--- src/shared/idc_pkg.sv ---
// Constants and carrier types for the transmit datapath control block
package idc_pkg;

  // ************************************************************
  // Register addresses
  // ************************************************************
  localparam logic [7:0] IDC_ADDR_DATAPATH = 8'h1b;
  localparam logic [7:0] IDC_ADDR_FIRST    = 8'h1c;
  localparam logic [7:0] IDC_ADDR_SECOND   = 8'h1d;

  // ************************************************************
  // Reset values and writable-bit masks
  // ************************************************************
  localparam logic [7:0] IDC_RESET_DATAPATH = 8'he4;
  localparam logic [7:0] IDC_RESET_FIRST    = 8'h00;
  localparam logic [7:0] IDC_RESET_SECOND   = 8'h00;
  // Bit 4 of the datapath register is reserved and reads as zero
  localparam logic [7:0] IDC_MASK_DATAPATH  = 8'hef;
  localparam logic [7:0] IDC_MASK_FIRST     = 8'h07;
  localparam logic [7:0] IDC_MASK_SECOND    = 8'h7f;
  localparam logic [7:0] IDC_READ_UNMAPPED  = 8'h00;

  // ************************************************************
  // Field positions
  // ************************************************************
  localparam int IDC_BIT_SKIP_PREMOD   = 7;
  localparam int IDC_BIT_SKIP_SINC     = 6;
  localparam int IDC_BIT_SKIP_NCO      = 5;
  localparam int IDC_BIT_NCO_HALF      = 3;
  localparam int IDC_BIT_SKIP_PHASE_DC = 2;
  localparam int IDC_BIT_LOWER_SIDE    = 1;
  localparam int IDC_BIT_MIRROR_I      = 0;
  localparam int IDC_BIT_SKIP_STAGE    = 0;
  localparam int IDC_FIRST_MODE_LSB    = 1;
  localparam int IDC_FIRST_MODE_MSB    = 2;
  localparam int IDC_SECOND_MODE_LSB   = 1;
  localparam int IDC_SECOND_MODE_MSB   = 6;
  localparam int IDC_SECOND_SHIFT_LSB  = 4;
  // Fraction bits of the oscillator samples, which are Q1.15
  localparam int IDC_NCO_FRAC          = 15;

  // ************************************************************
  // Carrier types
  // ************************************************************
  typedef struct packed {
    logic signed [15:0] i;
    logic signed [15:0] q;
  } idc_iq_t;

  typedef struct packed {
    logic [7:0]  datapath_config;
    logic [7:0]  first_interp_stage_config;
    logic [7:0]  second_interp_stage_config;
    logic [7:0]  rdata;
    logic        premod_phase;
    idc_iq_t     stage_a;
    logic        valid_a;
    idc_iq_t     stage_b;
    logic        valid_b;
    logic        skip_sinc;
    logic        skip_phase_dc;
    logic        q_clock_enable;
    logic [1:0]  first_halfband_mode;
    logic        first_modulate;
    logic        skip_first_stage;
    logic [5:0]  second_halfband_mode;
    logic [2:0]  second_shift;
    logic        second_modulate;
    logic        skip_second_stage;
  } idc_state_t;

endpackage : idc_pkg

--- src/rtl/idc_datapath_control.sv ---
// Transmit datapath control: registers, routing, premodulation, modulator
// What this block does
// Bit 7 set skips fs/2 premodulation
// Bit 6 set skips inverse sinc filter
// Bit 5 set skips oscillator complex modulation
// Bit 3 halves oscillator input to modulator
// Bit 2 set skips phase and dc stages
// Bit 1 picks lower, inverted image
// Bit 0 drops Q, gates Q clocks, mirrors I
// First stage mode codes, upper code modulates
// First stage register bit 0 skips filter
// Second stage mode codes, quarter-rate passband steps
// Second stage register bit 0 skips filter
module idc_datapath_control
  import idc_pkg::*;
(
  input  wire logic               i_clock,
  input  wire logic               i_reset_n,
  input  wire logic               i_reg_write,
  input  wire logic               i_reg_read,
  input  wire logic [7:0]         i_reg_addr,
  input  wire logic [7:0]         i_reg_wdata,
  output logic      [7:0]         o_reg_rdata,
  input  wire logic               i_sample_valid,
  input  wire logic signed [15:0] i_i_data,
  input  wire logic signed [15:0] i_q_data,
  input  wire logic signed [15:0] i_nco_cos,
  input  wire logic signed [15:0] i_nco_sin,
  output logic                    o_sample_valid,
  output logic signed [15:0]      o_i_data,
  output logic signed [15:0]      o_q_data,
  output logic                    o_skip_sinc,
  output logic                    o_skip_phase_dc,
  output logic                    o_q_clock_enable,
  output logic      [1:0]         o_first_halfband_mode,
  output logic                    o_first_modulate,
  output logic                    o_skip_first_stage,
  output logic      [5:0]         o_second_halfband_mode,
  output logic      [2:0]         o_second_shift,
  output logic                    o_second_modulate,
  output logic                    o_skip_second_stage
);

  // ************************************************************
  // Arithmetic helpers
  // ************************************************************

  // Clamp a wide signed value into 16 bits
  function automatic logic signed [15:0] idc_sat(
    input logic signed [32:0] value
  );
    logic signed [32:0] hi;
    logic signed [32:0] lo;
    hi = 33'sh7fff;
    lo = -33'sh8000;
    if (value > hi) begin
      idc_sat = 16'sh7fff;
    end else if (value < lo) begin
      idc_sat = -16'sh8000;
    end else begin
      idc_sat = value[15:0];
    end
  endfunction : idc_sat

  // Negation that cannot wrap the most negative code
  function automatic logic signed [15:0] idc_neg(
    input logic signed [15:0] value
  );
    logic signed [32:0] wide;
    wide = 33'(value);
    idc_neg = idc_sat(-wide);
  endfunction : idc_neg

  // a*b plus or minus c*d, rescaled by the oscillator fraction bits
  function automatic logic signed [15:0] idc_cmac(
    input logic signed [15:0] a,
    input logic signed [15:0] b,
    input logic signed [15:0] c,
    input logic signed [15:0] d,
    input logic               subtract
  );
    logic signed [32:0] p1;
    logic signed [32:0] p2;
    logic signed [32:0] acc;
    p1  = 33'(a) * 33'(b);
    p2  = 33'(c) * 33'(d);
    acc = subtract ? (p1 - p2) : (p1 + p2);
    idc_cmac = idc_sat(acc >>> IDC_NCO_FRAC);
  endfunction : idc_cmac

  // Optional half gain on a carrier sample; the shift floors odd codes
  function automatic logic signed [15:0] idc_scale(
    input logic signed [15:0] value,
    input logic               half
  );
    if (half) begin
      idc_scale = value >>> 1;
    end else begin
      idc_scale = value;
    end
  endfunction : idc_scale

  // fs/2 premodulation of one rail: negate on odd phase unless skipped
  function automatic logic signed [15:0] idc_premod(
    input logic signed [15:0] value,
    input logic               negate
  );
    if (negate) begin
      idc_premod = idc_neg(value);
    end else begin
      idc_premod = value;
    end
  endfunction : idc_premod

  // One-hot register select: bit 0 datapath, bit 1 first, bit 2 second
  function automatic logic [2:0] idc_reg_sel(
    input logic [7:0] addr
  );
    if (addr == IDC_ADDR_DATAPATH) begin
      idc_reg_sel = 3'h1;
    end else if (addr == IDC_ADDR_FIRST) begin
      idc_reg_sel = 3'h2;
    end else if (addr == IDC_ADDR_SECOND) begin
      idc_reg_sel = 3'h4;
    end else begin
      idc_reg_sel = 3'h0;
    end
  endfunction : idc_reg_sel

  // ************************************************************
  // State
  // ************************************************************
  idc_state_t state;
  idc_state_t next_state;

  logic               skip_premod;
  logic               skip_nco;
  logic               nco_half;
  logic               lower_side;
  logic               mirror_i;
  logic signed [15:0] route_i;
  logic signed [15:0] route_q;
  logic signed [15:0] cos_g;
  logic signed [15:0] sin_g;
  logic [7:0]         wdata_dp;
  logic [7:0]         wdata_first;
  logic [7:0]         wdata_second;
  logic [2:0]         reg_sel;
  logic               premod_negate;

  // Control bits decoded straight from the stored configuration
  assign skip_premod = state.datapath_config[IDC_BIT_SKIP_PREMOD];
  assign skip_nco    = state.datapath_config[IDC_BIT_SKIP_NCO];
  assign nco_half    = state.datapath_config[IDC_BIT_NCO_HALF];
  assign lower_side  = state.datapath_config[IDC_BIT_LOWER_SIDE];
  assign mirror_i    = state.datapath_config[IDC_BIT_MIRROR_I];

  // Masked write data, so reserved bits never store a one
  assign wdata_dp     = i_reg_wdata & IDC_MASK_DATAPATH;
  assign wdata_first  = i_reg_wdata & IDC_MASK_FIRST;
  assign wdata_second = i_reg_wdata & IDC_MASK_SECOND;

  // One decode shared by writes and reads, so the map cannot diverge
  assign reg_sel = idc_reg_sel(i_reg_addr);

  // Odd-phase samples flip sign only while premodulation is in use
  assign premod_negate = ~skip_premod & state.premod_phase;

  // ************************************************************
  // Next-state logic
  // ************************************************************
  always_comb begin
    next_state = state;
    route_i    = i_i_data;
    route_q    = i_q_data;
    cos_g      = i_nco_cos;
    sin_g      = i_nco_sin;

    // Register writes; the address decode is a plain priority chain
    if (i_reg_write) begin
      if (reg_sel[0]) begin
        next_state.datapath_config = wdata_dp;
      end else if (reg_sel[1]) begin
        next_state.first_interp_stage_config = wdata_first;
      end else if (reg_sel[2]) begin
        next_state.second_interp_stage_config = wdata_second;
      end
    end

    // Read data is held until the next read
    if (i_reg_read) begin
      if (reg_sel[0]) begin
        next_state.rdata = state.datapath_config;
      end else if (reg_sel[1]) begin
        next_state.rdata = state.first_interp_stage_config;
      end else if (reg_sel[2]) begin
        next_state.rdata = state.second_interp_stage_config;
      end else begin
        next_state.rdata = IDC_READ_UNMAPPED;
      end
    end

    // Control outputs for stages that live outside this block
    next_state.skip_sinc =
      state.datapath_config[IDC_BIT_SKIP_SINC];
    next_state.skip_phase_dc =
      state.datapath_config[IDC_BIT_SKIP_PHASE_DC];
    // Q path clocks stop while I is mirrored to both converters
    next_state.q_clock_enable = ~mirror_i;

    // First half-band stage: upper mode bit means modulate first
    next_state.first_halfband_mode = state.first_interp_stage_config
      [IDC_FIRST_MODE_MSB:IDC_FIRST_MODE_LSB];
    next_state.first_modulate =
      state.first_interp_stage_config[IDC_FIRST_MODE_MSB];
    next_state.skip_first_stage =
      state.first_interp_stage_config[IDC_BIT_SKIP_STAGE];

    // Second stage: upper three code bits give the quarter-rate step
    next_state.second_halfband_mode = state.second_interp_stage_config
      [IDC_SECOND_MODE_MSB:IDC_SECOND_MODE_LSB];
    next_state.second_shift = state.second_interp_stage_config
      [IDC_SECOND_MODE_MSB:IDC_SECOND_SHIFT_LSB];
    next_state.second_modulate =
      state.second_interp_stage_config[IDC_SECOND_MODE_MSB];
    next_state.skip_second_stage =
      state.second_interp_stage_config[IDC_BIT_SKIP_STAGE];

    // Stage A: channel routing, then fs/2 premodulation
    if (mirror_i) begin
      route_q = i_i_data;
    end
    next_state.valid_a = i_sample_valid;
    if (i_sample_valid) begin
      // Alternate samples are negated; the phase runs only on data
      next_state.premod_phase = ~state.premod_phase;
      next_state.stage_a.i = idc_premod(route_i, premod_negate);
      next_state.stage_a.q = idc_premod(route_q, premod_negate);
    end

    // Halving the carrier trades 6 dB of level for saturation only at the full-scale corners
    cos_g = idc_scale(i_nco_cos, nco_half);
    sin_g = idc_scale(i_nco_sin, nco_half);

    // Stage B: complex modulator or straight pass
    next_state.valid_b = state.valid_a;
    if (state.valid_a) begin
      if (skip_nco) begin
        next_state.stage_b = state.stage_a;
      end else if (!lower_side) begin
        // Upper image: (I + jQ)(cos + j sin)
        next_state.stage_b.i = idc_cmac(state.stage_a.i, cos_g,
                                        state.stage_a.q, sin_g,
                                        1'b1);
        next_state.stage_b.q = idc_cmac(state.stage_a.i, sin_g,
                                        state.stage_a.q, cos_g,
                                        1'b0);
      end else begin
        // Lower image: conjugate carrier, spectrum inverted
        next_state.stage_b.i = idc_cmac(state.stage_a.i, cos_g,
                                        state.stage_a.q, sin_g,
                                        1'b0);
        next_state.stage_b.q = idc_cmac(state.stage_a.q, cos_g,
                                        state.stage_a.i, sin_g,
                                        1'b1);
      end
    end
  end

  // ************************************************************
  // State register
  // ************************************************************
  always_ff @(posedge i_clock or negedge i_reset_n) begin
    if (!i_reset_n) begin
      state                            <= '0;
      state.datapath_config            <= IDC_RESET_DATAPATH;
      state.first_interp_stage_config  <= IDC_RESET_FIRST;
      state.second_interp_stage_config <= IDC_RESET_SECOND;
      state.skip_sinc                  <= 1'b1;
      state.skip_phase_dc              <= 1'b1;
      state.q_clock_enable             <= 1'b1;
    end else begin
      state <= next_state;
    end
  end

  // ************************************************************
  // Outputs, all straight from the state register
  // ************************************************************
  assign o_reg_rdata            = state.rdata;
  assign o_sample_valid         = state.valid_b;
  assign o_i_data               = state.stage_b.i;
  assign o_q_data               = state.stage_b.q;
  assign o_skip_sinc            = state.skip_sinc;
  assign o_skip_phase_dc        = state.skip_phase_dc;
  assign o_q_clock_enable       = state.q_clock_enable;
  assign o_first_halfband_mode  = state.first_halfband_mode;
  assign o_first_modulate       = state.first_modulate;
  assign o_skip_first_stage     = state.skip_first_stage;
  assign o_second_halfband_mode = state.second_halfband_mode;
  assign o_second_shift         = state.second_shift;
  assign o_second_modulate      = state.second_modulate;
  assign o_skip_second_stage    = state.skip_second_stage;

endmodule : idc_datapath_control

--- config.mk ---
export PLATFORM = sky130hd
export DESIGN_NAME = idc_datapath_control
export DESIGN_NICKNAME = d
export VERILOG_FILES = /design/src/shared/idc_pkg.sv /design/src/rtl/idc_datapath_control.sv
export SDC_FILE = /design/constraint.sdc
export NUM_CORES = 2
export LEC_CHECK = 0
export BUFFER_PORTS_ARGS = -buffer_cell sky130_fd_sc_hd__buf_2
export CAP_MARGIN = 10
export CORE_MARGIN = 5
export CORE_UTILIZATION = 55
export CTS_CLUSTER_DIAMETER = 120
export DETAILED_ROUTE_END_ITERATION = 10
export PLACE_DENSITY_LB_ADDON = 0.12
export SKIP_LAST_GASP = 1
export SYNTH_ARGS = -nofsm -noshare
export SYNTH_HDL_FRONTEND = slang
export SYNTH_SLANG_ARGS = --single-unit
--- constraint.sdc ---
create_clock -name i_clock -period 16.2 [get_ports i_clock]
set_input_delay 3.24 -clock i_clock [delete_from_list [all_inputs] [get_ports i_clock]]
set_output_delay 3.24 -clock i_clock [all_outputs]
set_load 0.02 [all_outputs]
==> impl_metrics.tcl <==
set metrics [dict create \
    status "finished, final reports clean" \
    grt_first_pass_wirelength_um 241000 \
    synth_top_area_cell "fa_1" \
    synth_nets 7581 \
    drive_gt1_frac 0.0538 \
    synthTopCellsByArea "fa_1 41%, ha_1 11%, inv_1 9.6%, dfrtp_1 4.8%, and2_1 4.7%" \
    clk_latency_ns 0.41 \
    synth_async_sr_flop_share 1.00 \
    cp_max_fo 32 \
    setup_tns_ns 0 \
    grt_max_degree 66 \
    die_y_um 316 \
    maxCapViolations 0 \
    vias 40000 \
    path_class "in -> reg" \
    worst-path-buf-inv 4 \
    wl_per_cell_um 21.1 \
    hold_buffers 0 \
    ys.flop_type "dfrtp_1" \
    clockRootBuffer "clkbuf_16" \
    critPathTopFamily "compound AO/OA/AOI/OAI gates" \
    cts_buffer_depth 2 \
    nets 7462 \
    timing.hold.ws_ns 0.371 \
    max_freq_mhz 76.7 \
    post-cts-setup-buffer-count 0 \
    top_level_ports 144 \
    hpwlAfterDp_um 119000 \
    syn-mean-instance-area_um2 8.58 \
    drt_iter0_markers 2935 \
    place_congestion 0.923 \
    finalSetupViolCount 0 \
    num_rows 112 \
    rsz0062_at_grt "no" \
    cts_max_level 3 \
    critical-path-slowest-cell "mux2_2" \
    cpPeakStageDelay_ns 0.83 \
    dr.pass1.iters 6 \
    cpMostUsedCell "fa_1" \
    synth_top_area_frac 0.408 \
    stdcell_area_mm2 0.0530 \
    dpl_cell_area_mm2 0.0527 \
    period_minus_slack_ns 13.03 \
    finClkSkew_ns 0.0215 \
    period_share 0.804 \
    synth_edf_count 0 \
    max_slew.worst_pin.slew_ns 1.25 \
    yosysUniqueCellTypes 81 \
    grt_overflow 0 \
    max_slew_margin 0.141 \
    syn_inst 5988 \
    final_cell_count_no_fill 7131 \
    grt.total_usage 0.310 \
    grt_pass1_vias 42500 \
    start_util 0.552 \
    antenna_found_initial 8 \
    syn-cell-area_mm2 0.0514 \
    ys_seq_elements 105 \
    viasPerCell 5.60 \
    placedCellCount 7112 \
    start_kind "primary input" \
    clkTransAtPathRegs_ns 0.10 \
    cts_sinks 105 \
    worstHoldPathType "reg -> reg" \
    hold_violations 0 \
    crit_required_ns 16.46 \
    cts_tree "yes" \
    ys_seq_area_frac 0.0513 \
    cts_made_buffers 9 \
    end_kind "flop" \
    postCtsResizedCells 0 \
    drc 0 \
    totalWireLength_um 151000 \
    dieArea_mm2 0.0997 \
    core_mm2 0.0930 \
    place.port_buffers 143 \
    ys_warn_count 0 \
    cp.arrival_ns 13.29 \
    antenna_left 0 \
    final-max-slew-violation-count 0 \
    die_w_um 316 \
    synthToLayoutAreaGrowth_pct 3.10 \
]
## layer usage
| metal | wire (um) | global-route usage | up-vias |
|---|---|---|---|
| met5 | 0 | 0 | - |
| met4 | 6960 | 0.114 | 0 |
| met3 | 12800 | 0.0560 | 346 |
| met2 | 70300 | 0.518 | 1533 |
| met1 | 60700 | 0.409 | 20100 |
| li1 | - | - | 18000 |
## final cells by class
type                       instances  area (um2)
multi-input combinational       4244       42400
fill                            8678       40100
inverter                        1311        4920
sequential                       105        2650
tap                             1254        1570
timing repair buffer             198        1130
clock buffer                       9         225
clock inverter                     7        91.3
antenna                            3        7.51
## final timing paths
check                               start                   endpoint  slack (ns)  cells past startpoint
setup / recovery             i_nco_cos[7]                o_i_data[1]        3.17                     35
hold / removal             next_state[16]            o_skip_phase_dc        0.37                      0
setup reg to reg                 nco_half               o_q_data[12]        4.84                     37
hold reg to reg            next_state[16]            o_skip_phase_dc        0.37                      0
max in group asynchronous       i_reset_n                  state[56]       12.08                      2
min in group asynchronous       i_reset_n  o_second_halfband_mode[1]        2.90                      1
## state kept, by name (all words and copies together), names as in the netlist, 2 cells and up
name / flops
o_second_halfband_mode: 4
o_reg_rdata: 8
o_q_data: 16
next_state: 13
o_second_shift: 2
state: 33
o_first_halfband_mode: 2
o_i_data: 16
## cell families (layout without fill, tap and decap cells)
group                    Yosys count  after routing  synth area share
AND/OR/NAND/NOR                 1678           1678             0.156
buffers and inverters           1639           1525             0.124
adder cells (fa/ha/maj)         1508           1508             0.520
AO/OA/AOI/OAI                    758            758            0.0932
XOR/XNOR                         218            218            0.0371
flip-flops                       105            105            0.0513
multiplexers                      82             82            0.0176
other                              0              3                 0
## cells in the final DEF (no fill, tap or decap), types with 7 or more instances in the layout
| cell | n |
|---|---|
| mux2i_1 | 27 |
| a31oi_1 | 28 |
| xnor2_1 | 165 |
| nor2b_1 | 60 |
| a22oi_1 | 11 |
| nand4_1 | 24 |
| o211ai_1 | 27 |
| buf_4 | 55 |
| and2_1 | 387 |
| dfstp_2 | 7 |
| nand2b_1 | 54 |
| nor2_1 | 301 |
| a21oi_1 | 250 |
| nand3_1 | 82 |
| and3_1 | 16 |
| o21ai_1 | 16 |
| nor4_1 | 15 |
| buf_2 | 142 |
| nor3_1 | 62 |
| mux2_2 | 49 |
| a211oi_1 | 23 |
| ha_1 | 460 |
| dfrtp_1 | 89 |
| a211o_1 | 8 |
| xor2_1 | 53 |
| a21o_1 | 68 |
| o31ai_1 | 25 |
| a21boi_0 | 9 |
| fa_1 | 1048 |
| clkbuf_16 | 9 |
| o21bai_1 | 35 |
| a2111oi_0 | 7 |
| o21ai_0 | 156 |
| o21a_1 | 23 |
| or3_1 | 10 |
| inv_1 | 1308 |
| dfrtp_2 | 9 |
| or2_2 | 11 |
| nand2_1 | 627 |
## cell usage after synthesis, types with 15 or more instances
library cell,instances
a211oi_1,23
a21o_1,68
a21oi_1,250
a31oi_1,28
and2_1,387
and3_1,16
buf_4,53
clkbuf_1,254
dfrtp_1,98
fa_1,1048
ha_1,460
inv_1,1308
mux2_2,49
mux2i_1,30
nand2_1,627
nand2b_1,54
nand3_1,82
nand4_1,24
nor2_1,301
nor2b_1,62
nor3_1,62
nor4_1,15
o211ai_1,27
o21a_1,23
o21ai_0,156
o21ai_1,16
o21bai_1,35
o31ai_1,25
xnor2_1,165
xor2_1,53
## through the flow
| stage | util | setup slack, ns |
|---|---|---|
| finish | 0.570 | 3.17 |
| global route | 0.569 | 2.61 |
| global placement | 0.566 | 2.71 |
| detailed placement | 0.566 | 2.83 |
| floorplan | - | 4.65 |
| CTS | 0.569 | 3.25 |
## worst register-to-register path: cells and delay by family (launching register included)
kind                       cells  cell delay (ns)
buffers and inverters          5             0.74
xor gates and xnor gates       2             0.28
DFF                            1             0.60
AOI/OAI and AO/OA             18             4.26
and+or+nand+nor                3             0.85
adders and majority gates      8             3.38
muxes                          1             1.14
Power is not shown: default switching activity piles up to over one toggle a cycle in this logic, so the estimate is an artifact.
